--- config.mk ---
export PLATFORM = sky130hd
export DESIGN_NAME = compare_output_mode_control
export DESIGN_NICKNAME = d
export VERILOG_FILES = /design/src/compare_output_pkg.sv /design/src/compare_output_mode_control.sv /design/src/chan_waveform.sv
export VERILOG_INCLUDE_DIRS = /design/src
export SDC_FILE = /design/constraint.sdc
export NUM_CORES = 1
export LEC_CHECK = 0
export BUFFER_PORTS_ARGS = -buffer_cell sky130_fd_sc_hd__buf_2
export CAP_MARGIN = 20
export CORE_ASPECT_RATIO = 0.75
export CORE_MARGIN = 1
export CORE_UTILIZATION = 50
export CTS_BUF_LIST = sky130_fd_sc_hd__clkbuf_8
export CTS_CLUSTER_SIZE = 10
export DETAILED_ROUTE_END_ITERATION = 8
export GPL_TIMING_DRIVEN = 0
export PLACE_DENSITY = 0.89
export SLEW_MARGIN = 15
export SYNTH_ARGS = -nofsm -noshare
export SYNTH_HDL_FRONTEND = slang
export SYNTH_SLANG_ARGS = --single-unit
--- constraint.sdc ---
create_clock -name sys_clk -period 7 [get_ports sys_clk]
set_input_delay 1.05 -clock sys_clk [delete_from_list [all_inputs] [get_ports sys_clk]]
set_output_delay 1.05 -clock sys_clk [all_outputs]
set_load 0.02 [all_outputs]
--- src/compare_output_map.svh ---
// Register offsets, field positions and reset values of the output-mode block.
`ifndef COMPARE_OUTPUT_MAP_SVH
`define COMPARE_OUTPUT_MAP_SVH

// Byte offsets on the register bus.
`define OFS_CTL_A 32'h0000_0000
`define OFS_STATUS 32'h0000_0004

// Field positions in compare_output_control_a.
`define CTLA_MODE_A_HI 7
`define CTLA_MODE_A_LO 6
`define CTLA_MODE_B_HI 5
`define CTLA_MODE_B_LO 4
`define CTLA_FORCE_A 3
`define CTLA_FORCE_B 2
`define CTLA_PWM_A 1
`define CTLA_PWM_B 0
`define CTLA_RESET 8'h00

// Field positions in the status register.
`define STAT_WAVE_A 0
`define STAT_WAVE_B 1
`define STAT_PIN_EN_A 2
`define STAT_COMPL_EN_A 3
`define STAT_PIN_EN_B 4
`define STAT_COMPL_EN_B 5
`define STAT_SIX_ACTIVE 6
`define STAT_SEL_LO 7
`define STAT_SEL_HI 8

`endif

--- src/compare_output_pkg.sv ---
// Types and decode helpers shared by the output-mode block.
package compare_output_pkg;

  typedef logic [1:0] out_mode_t;

  localparam out_mode_t MODE_OFF = 2'h0;
  localparam out_mode_t MODE_TOGGLE = 2'h1;
  localparam out_mode_t MODE_CLEAR = 2'h2;
  localparam out_mode_t MODE_SET = 2'h3;

  typedef enum logic [3:0] {
    SHAPE_FAST = 4'h1,
    SHAPE_PFC = 4'h2,
    SHAPE_SIX_SINGLE = 4'h4,
    SHAPE_SIX_DUAL = 4'h8
  } pwm_shape_t;

  function automatic pwm_shape_t decode_shape(input logic hi, input logic lo);
    case ({hi, lo})
      2'h0: decode_shape = SHAPE_FAST;
      2'h1: decode_shape = SHAPE_PFC;
      2'h2: decode_shape = SHAPE_SIX_SINGLE;
      default: decode_shape = SHAPE_SIX_DUAL;
    endcase
  endfunction

  function automatic logic is_six(input pwm_shape_t shape);
    is_six = (shape == SHAPE_SIX_SINGLE) || (shape == SHAPE_SIX_DUAL);
  endfunction

endpackage

--- src/compare_output_mode_control.sv ---
// Compare output-mode control for channels A and B with an AHB-Lite port.
//
// How it works
// - Nonzero A mode hands pin to A output.
// - Nonzero B mode hands pin to B output outside six-output mode.
// - A complement pin only PWM: mode 01, or any nonzero mode in six-output.
// - B complement pin only PWM, mode 01; in six-output, any nonzero A mode.
// - A non-PWM: toggle, clear, set on match.
// - A fast PWM: clear match, set bottom.
// - A dual-slope: clear up-match, set down-match.
// - Six-output single-slope: A waveform drives all pins.
// - Six-output dual-slope: A waveform drives all pins.
// - B non-PWM: toggle, clear, set on match.
// - B fast PWM: clear match, set bottom.
// - B dual-slope: clear up-match, set down-match.
// - A force works only without A PWM.
// - A force acts like a compare match.
// - Force uses mode written same cycle.
// - Force never raises the match flag.
// - A force bit always reads zero.
// - PWM enable bits select PWM per channel.
// - B force behaves like A force.
`include "compare_output_map.svh"

module compare_output_mode_control (
  input wire logic sys_clk,
  input wire logic rstn,
  input wire logic hsel,
  input wire logic [31:0] haddr,
  input wire logic [1:0] htrans,
  input wire logic hwrite,
  input wire logic [2:0] hsize,
  input wire logic [31:0] hwdata,
  input wire logic hready,
  output logic [31:0] hrdata,
  output logic hreadyout,
  output logic hresp,
  input wire logic waveformSelectLo,
  input wire logic waveformSelectHi,
  input wire logic chanAMatch,
  input wire logic chanBMatch,
  input wire logic counterBottom,
  input wire logic countDown,
  output logic chanAOutPin,
  output logic chanAOutPinCompl,
  output logic chanAPinEnable,
  output logic chanAComplEnable,
  output logic chanBOutPin,
  output logic chanBOutPinCompl,
  output logic chanBPinEnable,
  output logic chanBComplEnable,
  output logic sixOutputActive,
  output logic chanAMatchFlag,
  output logic chanBMatchFlag
);

  compare_output_pkg::out_mode_t modeA_q;
  compare_output_pkg::out_mode_t modeB_q;
  compare_output_pkg::out_mode_t modeAEff;
  compare_output_pkg::out_mode_t modeBEff;
  compare_output_pkg::pwm_shape_t shapeA;
  compare_output_pkg::pwm_shape_t shapeB;
  logic pwmA_q;
  logic pwmB_q;
  logic pwmAEff;
  logic pwmBEff;
  logic sixEff;
  logic wrPend_q;
  logic [31:0] wrAddr_q;
  logic addrPhase;
  logic ctlWrite;
  logic forceA;
  logic forceB;
  logic waveDA;
  logic waveDB;
  logic waveA;
  logic waveB;
  logic [31:0] hrdata_q;
  logic hreadyout_q;
  logic outA_q;
  logic outACompl_q;
  logic pinEnA_q;
  logic complEnA_q;
  logic outB_q;
  logic outBCompl_q;
  logic pinEnB_q;
  logic complEnB_q;
  logic six_q;
  logic flagA_q;
  logic flagB_q;

  // Bus decode. The slave never inserts wait states.
  assign addrPhase = hsel && htrans[1] && hready;
  assign ctlWrite = wrPend_q && (wrAddr_q == `OFS_CTL_A);

  // The mode that the waveform logic sees is the one being written this
  // cycle, so a force in the same write uses the new setting.
  assign modeAEff = ctlWrite ?
    hwdata[`CTLA_MODE_A_HI:`CTLA_MODE_A_LO] : modeA_q;
  assign modeBEff = ctlWrite ?
    hwdata[`CTLA_MODE_B_HI:`CTLA_MODE_B_LO] : modeB_q;
  assign pwmAEff = ctlWrite ? hwdata[`CTLA_PWM_A] : pwmA_q;
  assign pwmBEff = ctlWrite ? hwdata[`CTLA_PWM_B] : pwmB_q;

  // Force strobes are pulses only; they never reach a register.
  assign forceA = ctlWrite && hwdata[`CTLA_FORCE_A] && !pwmAEff;
  assign forceB = ctlWrite && hwdata[`CTLA_FORCE_B] && !pwmBEff;

  // Channel B has no six-output shapes, so it only looks at the low select.
  assign shapeA = compare_output_pkg::decode_shape(waveformSelectHi,
    waveformSelectLo);
  assign shapeB = compare_output_pkg::decode_shape(1'b0, waveformSelectLo);
  assign sixEff = pwmAEff && compare_output_pkg::is_six(shapeA);

  function automatic logic [31:0] read_word(input logic [31:0] addr);
    logic [31:0] word;
    word = 32'h0000_0000;
    if (addr == `OFS_CTL_A) begin
      word[`CTLA_MODE_A_HI:`CTLA_MODE_A_LO] = modeA_q;
      word[`CTLA_MODE_B_HI:`CTLA_MODE_B_LO] = modeB_q;
      word[`CTLA_FORCE_A] = 1'b0;
      word[`CTLA_FORCE_B] = 1'b0;
      word[`CTLA_PWM_A] = pwmA_q;
      word[`CTLA_PWM_B] = pwmB_q;
    end else if (addr == `OFS_STATUS) begin
      word[`STAT_WAVE_A] = waveA;
      word[`STAT_WAVE_B] = waveB;
      word[`STAT_PIN_EN_A] = pinEnA_q;
      word[`STAT_COMPL_EN_A] = complEnA_q;
      word[`STAT_PIN_EN_B] = pinEnB_q;
      word[`STAT_COMPL_EN_B] = complEnB_q;
      word[`STAT_SIX_ACTIVE] = six_q;
      word[`STAT_SEL_LO] = waveformSelectLo;
      word[`STAT_SEL_HI] = waveformSelectHi;
    end
    read_word = word;
  endfunction

  always_ff @(posedge sys_clk) begin
    if (!rstn) begin
      wrPend_q <= 1'b0;
      wrAddr_q <= 32'h0000_0000;
    end else begin
      wrPend_q <= addrPhase && hwrite;
      wrAddr_q <= addrPhase ? haddr : wrAddr_q;
    end
  end

  // Read data is fetched in the address phase and stands in the data phase.
  always_ff @(posedge sys_clk) begin
    if (!rstn) begin
      hrdata_q <= 32'h0000_0000;
      hreadyout_q <= 1'b1;
    end else begin
      hrdata_q <= (addrPhase && !hwrite) ? read_word(haddr) : 32'h0000_0000;
      hreadyout_q <= 1'b1;
    end
  end

  always_ff @(posedge sys_clk) begin
    if (!rstn) begin
      modeA_q <= 2'(`CTLA_RESET >> `CTLA_MODE_A_LO);
      modeB_q <= compare_output_pkg::MODE_OFF;
      pwmA_q <= 1'(`CTLA_RESET >> `CTLA_PWM_A);
      pwmB_q <= 1'b0;
    end else begin
      modeA_q <= modeAEff;
      modeB_q <= modeBEff;
      pwmA_q <= pwmAEff;
      pwmB_q <= pwmBEff;
    end
  end

  chan_waveform chanA (
    .sys_clk(sys_clk),
    .rstn(rstn),
    .pwmEnable(pwmAEff),
    .shape(shapeA),
    .mode(modeAEff),
    .match(chanAMatch),
    .bottom(counterBottom),
    .countDown(countDown),
    .forceHit(forceA),
    .waveD(waveDA),
    .waveform(waveA)
  );

  chan_waveform chanB (
    .sys_clk(sys_clk),
    .rstn(rstn),
    .pwmEnable(pwmBEff),
    .shape(shapeB),
    .mode(modeBEff),
    .match(chanBMatch),
    .bottom(counterBottom),
    .countDown(countDown),
    .forceHit(forceB),
    .waveD(waveDB),
    .waveform(waveB)
  );

  // Pin enables only claim the pin; the port direction bit outside still
  // gates the driver.
  always_ff @(posedge sys_clk) begin
    if (!rstn) begin
      pinEnA_q <= 1'b0;
      complEnA_q <= 1'b0;
      pinEnB_q <= 1'b0;
      complEnB_q <= 1'b0;
      six_q <= 1'b0;
    end else begin
      six_q <= sixEff;
      pinEnA_q <= modeAEff != compare_output_pkg::MODE_OFF;
      complEnA_q <= pwmAEff && (sixEff ?
        modeAEff != compare_output_pkg::MODE_OFF :
        modeAEff == compare_output_pkg::MODE_TOGGLE);
      if (sixEff) begin
        pinEnB_q <= modeAEff != compare_output_pkg::MODE_OFF;
        complEnB_q <= modeAEff != compare_output_pkg::MODE_OFF;
      end else begin
        pinEnB_q <= modeBEff != compare_output_pkg::MODE_OFF;
        complEnB_q <= pwmBEff &&
          modeBEff == compare_output_pkg::MODE_TOGGLE;
      end
    end
  end

  // Pins load from the next waveform value so they change on the same edge
  // as the waveform itself.
  always_ff @(posedge sys_clk) begin
    if (!rstn) begin
      outA_q <= 1'b0;
      outACompl_q <= 1'b1;
      outB_q <= 1'b0;
      outBCompl_q <= 1'b1;
    end else begin
      outA_q <= waveDA;
      outACompl_q <= !waveDA;
      outB_q <= sixEff ? waveDA : waveDB;
      outBCompl_q <= sixEff ? !waveDA : !waveDB;
    end
  end

  // Match flags follow real matches only; a forced compare is not a match.
  always_ff @(posedge sys_clk) begin
    if (!rstn) begin
      flagA_q <= 1'b0;
      flagB_q <= 1'b0;
    end else begin
      flagA_q <= chanAMatch;
      flagB_q <= chanBMatch;
    end
  end

  assign hrdata = hrdata_q;
  assign hreadyout = hreadyout_q;
  assign hresp = 1'b0;
  assign chanAOutPin = outA_q;
  assign chanAOutPinCompl = outACompl_q;
  assign chanAPinEnable = pinEnA_q;
  assign chanAComplEnable = complEnA_q;
  assign chanBOutPin = outB_q;
  assign chanBOutPinCompl = outBCompl_q;
  assign chanBPinEnable = pinEnB_q;
  assign chanBComplEnable = complEnB_q;
  assign sixOutputActive = six_q;
  assign chanAMatchFlag = flagA_q;
  assign chanBMatchFlag = flagB_q;
endmodule

--- src/chan_waveform.sv ---
// One compare channel's waveform register and its mode-dependent update.
module chan_waveform (
  input wire logic sys_clk,
  input wire logic rstn,
  input wire logic pwmEnable,
  input compare_output_pkg::pwm_shape_t shape,
  input compare_output_pkg::out_mode_t mode,
  input wire logic match,
  input wire logic bottom,
  input wire logic countDown,
  input wire logic forceHit,
  output logic waveD,
  output logic waveform
);

  logic wave_q;
  logic inverted;

  assign inverted = (mode == compare_output_pkg::MODE_SET);

  // Match wins over bottom when both come in one cycle, so a compare value
  // of zero still yields the match action.
  always_comb begin
    waveD = wave_q;
    if (mode != compare_output_pkg::MODE_OFF) begin
      if (!pwmEnable) begin
        if (match || forceHit) begin
          case (mode)
            compare_output_pkg::MODE_TOGGLE: waveD = !wave_q;
            compare_output_pkg::MODE_CLEAR: waveD = 1'b0;
            default: waveD = 1'b1;
          endcase
        end
      end else if (shape == compare_output_pkg::SHAPE_FAST ||
                   shape == compare_output_pkg::SHAPE_SIX_SINGLE) begin
        if (bottom) begin
          waveD = !inverted;
        end
        if (match) begin
          waveD = inverted;
        end
      end else if (match) begin
        waveD = inverted ^ countDown;
      end
    end
  end

  always_ff @(posedge sys_clk) begin
    if (!rstn) begin
      wave_q <= 1'b0;
    end else begin
      wave_q <= waveD;
    end
  end

  assign waveform = wave_q;

endmodule

==> summary.md, run 1 <==
| Metric | Value |
|---|---|
| Run status | `completed` |
| WP buf/inv | `1` |
| Synth Area in XOR/XNOR | `0%` |
| DR WL/cell | `roughly 13 um` |
| Critical R2R Launch | `wrAddr_q[8]$_SDFFE_PN0P_` |
| Peak Freq | `389 MHz` |
| Drt first pass iters | `4` |
| Clk sinks | `60` |
| Largest net degree at the start of global routing | `11` |
| TritonCTS clock tree | `done` |
| Pint | `537 uW` |
| CP Max Fanout | `10` |
| Async S/R FF share, synth | `0%` |
| Vias per cell | `about 5` |
| Post-Route WL | `between 6 and 7 mm` |
| Mux cell area share after synthesis | `6.73%` |
| Fin crit share | `a little under two fifths` |
| Final setup viols | `0` |
| Tightest Pin Transition | `0.563 ns` |
| Number of I/O pins | `roughly 130` |
| Area of the mapped netlist | `2720 um2` |
| PD cells | `~210 nW/um2` |
| H-tree levels | `3` |
| EDFF count, synth | `0` |
| CTS Hold Bufs | `0` |
| Combinational power share | `between 10% and 20%` |
| Register area share after synthesis | `44.2%` |
| Worst-Skew Late Latency | `0.35 ns` |
| CTS Buf Count | `9` |
| Routability congestion estimate | `~0.96` |
| DP HPWL | `4.96 mm` |
| Compound-gate portion of the synthesized area | `around an eighth` |
| Reg2Reg Setup Slack | `4.43 ns` |
| Critical path class | `reg -> reg` |
| Total GRT Usage | `between 20% and 30%` |
| CP max-delay cell | `nor4_1` |
| Synth Area in Simple Gates | `around a quarter` |
| Global-route wire length before repair | `~10 mm` |
| Most Frequent Cell on Critical Path | `nor3_2` |
| Largest stage delay, worst path | `just under 0.4 ns` |
| Setup Buffers After CTS | `0` |
| Clock Pin Slew Worst Setup and Hold Paths | `about 0.07 ns` |
| FF+latch count, synth | `60` |
| Main synth FF type | `dfxtp_1` |
| Initial antenna violation count | `0` |
| Syn_area_per_cell | `8.10 um2` |
| Critical Path RT | `approximately 7.2 ns` |
| Die area | `5730 um2` |
| Diodes inserted | `0` |
| Most used cells in the layout excluding fill and tap cells | `78 x nand2_1, 69 x buf_2, 60 x dfxtp_1` |
| Crit start category | `flip-flop` |
| Vias post-DR | `approximately 2600` |
| Core area | `roughly 5100 um2` |
| Commonest non-fill, non-tap cell in the layout | `nand2_1` |
| Setup TNS | `0 ns` |
| Die W | `approximately 87 um` |
| CP Depth | `9` |
| Sw Ratio | `26.2%` |
| Area delta synth->final | `26.2%` |
| Share of layout cells above drive strength 1 | `27.5%` |
| Fin crit period | `approximately 2.6 ns` |
| Residual DRC | `0` |
| Unrepaired setup endpoints after global routing | `false` |
| Top delay family on crit path | `simple AND/OR/NAND/NOR gates` |
| Setup Skew | `~0.0043 ns` |
| Max-cap violation count | `0` |
| Ordered cell list for the critical path | `nor4_1 > nand4_1 > nor3_2 > buf_6 > mux2i_1 > o211ai_1 > a21oi_2 > nor3_2 > mux2_2` |
| Clock power share | `about two fifths` |
| Slew HR | `between 60% and 70%` |
| Fin cells | `just over 500` |
| Hold_sp | `wrAddr_q[14]$_SDFFE_PN0P_` |
| Hold Crit Class | `reg -> reg` |
| Static leakage | `between 0.001 and 0.0015 uW` |
| Final Hold Viols | `0` |
| Cell count after synthesis | `335` |
| R2R Path End | `chanBOutPin$_SDFF_PN0_` |
| # nets final | `slightly above 500` |
| Rows | `22` |
| CTS max path bufs | `2` |
| Post_cts resized | `0` |
| GR Overflow Total | `0` |
| Main combinational cell family by area after synthesis | `simple AND/OR/NAND/NOR gates` |
| Reg power frac | `48.5%` |
| Hold slack final | `between 0.4 and 0.5 ns` |
| Die Y-Extent | `~66 um` |
| Worst Hold Endpoint | `wrAddr_q[14]$_SDFFE_PN0P_` |
| Critical Path Sink Type | `flip-flop` |
| Vias in the first global route | `~2300` |
| Root Buffer | `clkbuf_8` |
| Yosys cell types | `39` |
| Worst reg2reg path depth | `9` |
| Psw | `about 190 uW` |
| Hold depth | `2` |
| Peak supply drop | `between 100 and 150 uV` |
| Placed insts | `499` |
| Post-Synth Adder-Cell Area | `0%` |
| # port buffers | `a little under 70` |
| Arrival time worst endpoint | `2.81 ns` |
| YS warnings | `0` |
| Starting DRT DRC Count | `around 220` |
| Starting density of the core | `a little over half` |
| Max Slew Vio Count | `0` |
| DRT antenna net count | `0` |
[power groups by stage]
| stage | logic [uW] | clock network (uW) | registers [uW] |
|---|---|---|---|
| finish | 82.6 | 292 | 353 |
| detailed placement | 80.5 | 0 | 360 |
| floorplan | 50.9 | 0 | 360 |
| CTS | 80.9 | 296 | 353 |
| global placement | 79.3 | 0 | 360 |
| global route | 89.1 | 312 | 353 |
[worst min-delay path, delay by kind of cell (launching register included)]
family | cells | cell delay, ns
DFF | 1 | 0.31
AOI/OAI and AO/OA | 1 | 0.05
and+or+nand+nor | 1 | 0.05
[layout make-up]
cell class	instances	area (um2)
well taps	72	90.1
plain buffers	41	263
fillers	440	1640
repair buffers	69	345
clock inverters	4	23.8
clock buffers	12	165
multi-input cells	249	1310
flip-flops and latches	60	1200
inverters	8	30.0
[through the flow]
stage               power (uW)  util (%)  worst slack [ns]  area (um2)
detailed placement         441      63.9              4.21        3240
CTS                        729      67.6              4.45        3430
finish                     727      67.6              4.43        3430
global placement           439      63.9              4.22        3240
floorplan                  411         -              4.68        2800
global route               754      67.6              4.27        3430
[how the worst max path moves through the flow]
stage	startpoint	endpoint	slack [ns]
2_1_floorplan	haddr[28]	hrdata[2]$_SDFF_PP0_	4.68
3_3_place_gp	haddr[28]	hrdata[8]$_SDFF_PP0_	4.22
3_5_place_dp	haddr[28]	hrdata[2]$_SDFF_PP0_	4.21
4_1_cts	wrAddr_q[8]$_SDFFE_PN0P_	chanBOutPin$_SDFF_PN0_	4.45
5_1_grt	wrAddr_q[8]$_SDFFE_PN0P_	chanBOutPin$_SDFF_PN0_	4.27
6_report	wrAddr_q[8]$_SDFFE_PN0P_	chanBOutPin$_SDFF_PN0_	4.43
[routing by layer]
layer | wire (um) | part of all wire (%) | vias to the layer above | track usage (%)
met5 | 0 | 0 | - | 0
met2 | 2950 | 44 | 105 | 36.9
li1 | - | - | 1302 | -
met4 | 105 | 1.6 | 0 | 7.79
met1 | 3140 | 47 | 1162 | 31.6
met3 | 438 | 6.6 | 10 | 9.36
[Yosys cell counts, types with 2 or more instances]
cell type  number  area [um2]
and3_1          2        12.5
nor2_1         26        97.6
o31ai_1         2        15.0
buf_4          25         188
nand3_1         6        30.0
buf_6           2        22.5
nor4_1         14        87.6
and2_1          5        31.3
nor4b_1         2        17.5
mux2_2          2        22.5
nor3_1          6        30.0
mux2i_1        16         160
nand4_1         4        25.0
dfxtp_1        60        1200
o211ai_1        2        15.0
a21oi_1        35         175
conb_1          2        7.51
nand2_1        78         293
inv_1           8        30.0
o21ai_0         5        25.0
o22ai_1         2        12.5
nor3_2          2        20.0
clkbuf_1       13        48.8
[sequential cells by signal, summed over array words and instances, names as in the netlist]
register	cells
chanAOutPinCompl	1
chanAMatchFlag	1
hrdata	9
wrPend_q	1
wrAddr_q	32
pwmB_q	1
pwmA_q	1
chanA.waveform	1
sixOutputActive	1
chanBPinEnable	1
chanBOutPin	1
chanB.waveform	1
chanBMatchFlag	1
chanBOutPinCompl	1
chanAPinEnable	1
chanBComplEnable	1
modeB_q	2
chanAComplEnable	1
modeA_q	2
[logic make-up after synthesis]
| family | count (synthesis) |
|---|---|
| and+or+nand+nor | 152 |
| DFF | 60 |
| AOI/OAI and AO/OA | 54 |
| buffers and inverters | 49 |
| muxes | 18 |
| other | 2 |
No activity file was read; power rests on OpenSTA's default activity.
==> run 2, diff against run 1 <==
Settings changed: CORE_UTILIZATION 50 to 44, PLACE_DENSITY 0.89 to 0.83.
Clock period 7 ns to 2.3 ns, I/O delays scaled along.
==> run 2 against run 1 <==
Against the previous run: the run now ends with negative setup slack left; final cell count up 3.9%; highest routed layer unchanged; global-route usage down 1.6 points; combinational power rose to 3.3 times the previous value; largest cell class unchanged; sequential power rose to 3.1 times the previous value; worst setup slack worse by 4.6 ns.
==> summary.md, run 2 (synthesized netlist as in run 1, its figures left out) <==
| Metric | Value |
|---|---|
| Run status | `complete, but fails checks` |
| Failing checks | `negative setup slack` |
| Die Y-Extent | `roughly 70 um` |
| DRT antenna net count | `0` |
| DP HPWL | `a little over 5 mm` |
| Tot Pwr | `approximately 2200 uW` |
| Total GRT Usage | `between 20% and 30%` |
| Starting DRT DRC Count | `approximately 230` |
| Die W | `approximately 93 um` |
| Largest stage delay, worst path | `0.34 ns` |
| Max Slew Vio Count | `0` |
| Number of I/O pins | `about 130` |
| Final setup viols | `5` |
| Area delta synth->final | `36.5%` |
| Global-route wire length before repair | `11.3 mm` |
| Share of layout cells above drive strength 1 | `33.5%` |
| Core area | `5890 um2` |
| Slew HR | `between 50% and 60%` |
| Final instance area | `roughly 3700 um2` |
| WP buf/inv | `4` |
| Top reg by flops | `wrAddr_q` |
| Worst Setup Slack, final | `-0.171 ns` |
| Max reg flops | `32` |
| Vias per cell | `around 5.2` |
| Hold Crit Class | `in -> reg` |
| Filler instances | `480` |
| Die area | `~6500 um2` |
| CTS Buf Count | `9` |
| Clock Pin Slew Worst Setup and Hold Paths | `0.07 ns` |
| Routability congestion estimate | `around 0.9` |
| # nets final | `532` |
| Peak supply drop | `between 200 and 300 uV` |
| Static leakage | `roughly 0.0016 uW` |
| Crit start category | `flip-flop` |
| Fin crit share | `107%` |
| Fin crit period | `between 2 and 2.5 ns` |
| CP Max Fanout | `7` |
| Ordered cell list for the critical path | `nor4_4 > nand4_1 > nor3_4 > buf_6 > buf_6 > buf_8 > buf_12 > a21oi_1 > o31ai_2 > nor3_4 > mux2_4` |
| Initial antenna violation count | `0` |
| Max-cap violation count | `0` |
| PD cells | `approximately 590 nW/um2` |
| Setup TNS | `-0.272 ns` |
| DR WL/cell | `around 14 um` |
| Starting density of the core | `a little under half` |
| Met3 Wirelength | `627 um` |
| Drt first pass iters | `7` |
| Critical path class | `reg -> reg` |
| Residual DRC | `0` |
| Critical Path RT | `approximately 2.5 ns` |
| Tightest Pin Transition | `about 0.6 ns` |
| Post-DP Area | `about 3200 um2` |
| Diodes inserted | `0` |
| Met2 wire length | `roughly 3.5 mm` |
| Commonest non-fill, non-tap cell in the layout | `nand2_1` |
| Post-Route WL | `7.62 mm` |
| Dpl ws | `-0.267 ns` |
| Unrepaired setup endpoints after global routing | `true` |
| H-tree levels | `3` |
| Rows | `24` |
| Largest net degree at the start of global routing | `13` |
| Vias post-DR | `approximately 2800` |
| Worst-Skew Late Latency | `about 0.35 ns` |
| Vias in the first global route | `between 2000 and 2500` |
| Setup Skew | `approximately 0.011 ns` |
| TritonCTS clock tree | `done` |
| Reg2Reg Setup Slack | `-0.17 ns` |
| Critical Path Sink Type | `flip-flop` |
| CTS max path bufs | `2` |
| Top delay family on crit path | `simple AND/OR/NAND/NOR gates` |
| Metal-1 WL | `roughly 3.3 mm` |
| GR Overflow Total | `0` |
| # port buffers | `between 60 and 70` |
| DR top layer | `met4` |
| Final Hold Viols | `0` |
| Root Buffer | `clkbuf_8` |
| Clk sinks | `60` |
| Most used cells in the layout excluding fill and tap cells | `77 x nand2_1, 69 x buf_2, 58 x dfxtp_1` |
| Arrival time worst endpoint | `around 2.7 ns` |
| CP max-delay cell | `dfxtp_2` |
| Peak Freq | `approximately 400 MHz` |
==> run 2: cell count changes in the layout (fill, tap and decap cells not counted), sizes merged <==
cell    delta
inv        +1
clkbuf     -3
clkinv     +2
buf       +14
==> run 2: power breakdown <==
part	total (uW)	switching [uW]	internal (uW)
sequential	1080	14.5	1060
clock	841	446	395
combinational	275	165	109
==> run 2: repair_timing <==
action / in CTS / in global routing
buffers inserted: 6 / 10
resized for setup: 22 / 10
endpoints found under the hold margin: 0 / 0
hold buffers: 0 / 0
endpoints found under the setup margin: 5 / 7
cloned: 0 / 0
pin swaps: 8 / 11
==> run 2: layer usage <==
layer,GRT usage (%),up-vias
met5,0,-
met2,34.1,154
met3,8.82,27
li1,-,1328
met1,30.0,1253
met4,7.01,0
==> run 2: final timing paths <==
check                                                from                         to  cells past startpoint
worst max-delay path             wrAddr_q[5]$_SDFFE_PN0P_     chanBOutPin$_SDFF_PN0_                     11
worst max register to register   wrAddr_q[5]$_SDFFE_PN0P_     chanBOutPin$_SDFF_PN0_                     11
worst min register to register  wrAddr_q[20]$_SDFFE_PN0P_  wrAddr_q[20]$_SDFFE_PN0P_                      2
worst min-delay path                     waveformSelectHi       hrdata[8]$_SDFF_PP0_                      2
==> run 2: cell type report <==
| type | instances | area (um2) | area share [%] |
|---|---|---|---|
| buffer | 41 | 267 | 7.19 |
| clock inverter | 7 | 51.3 | 1.38 |
| timing repair buffer | 83 | 474 | 12.8 |
| multi-input combinational | 249 | 1460 | 39.4 |
| tap | 78 | 97.6 | 2.63 |
| sequential | 60 | 1200 | 32.5 |
| inverter | 8 | 30.0 | 0.810 |
| clock buffer | 9 | 124 | 3.34 |
==> run 2: per-stage QoR <==
stage          hold WS, ns  util (%)  cells
3_3_place_gp         0.443      55.1    505
4_1_cts              0.228      60.9    527
3_5_place_dp         0.448      55.1    505
2_1_floorplan        0.436         -    358
6_report             0.239      63.0    535
5_1_grt              0.239      63.0    535
==> run 2: worst reg2reg max path, cell delays in order, from the launching register on <==
cell and delay, ns:
dfxtp_2 0.34, nor4_4 0.30, nand4_1 0.21, nor3_4 0.23, buf_6 0.16, buf_6 0.11, buf_8 0.11, buf_12 0.11
a21oi_1 0.08, o31ai_2 0.34, nor3_4 0.10, mux2_4 0.28
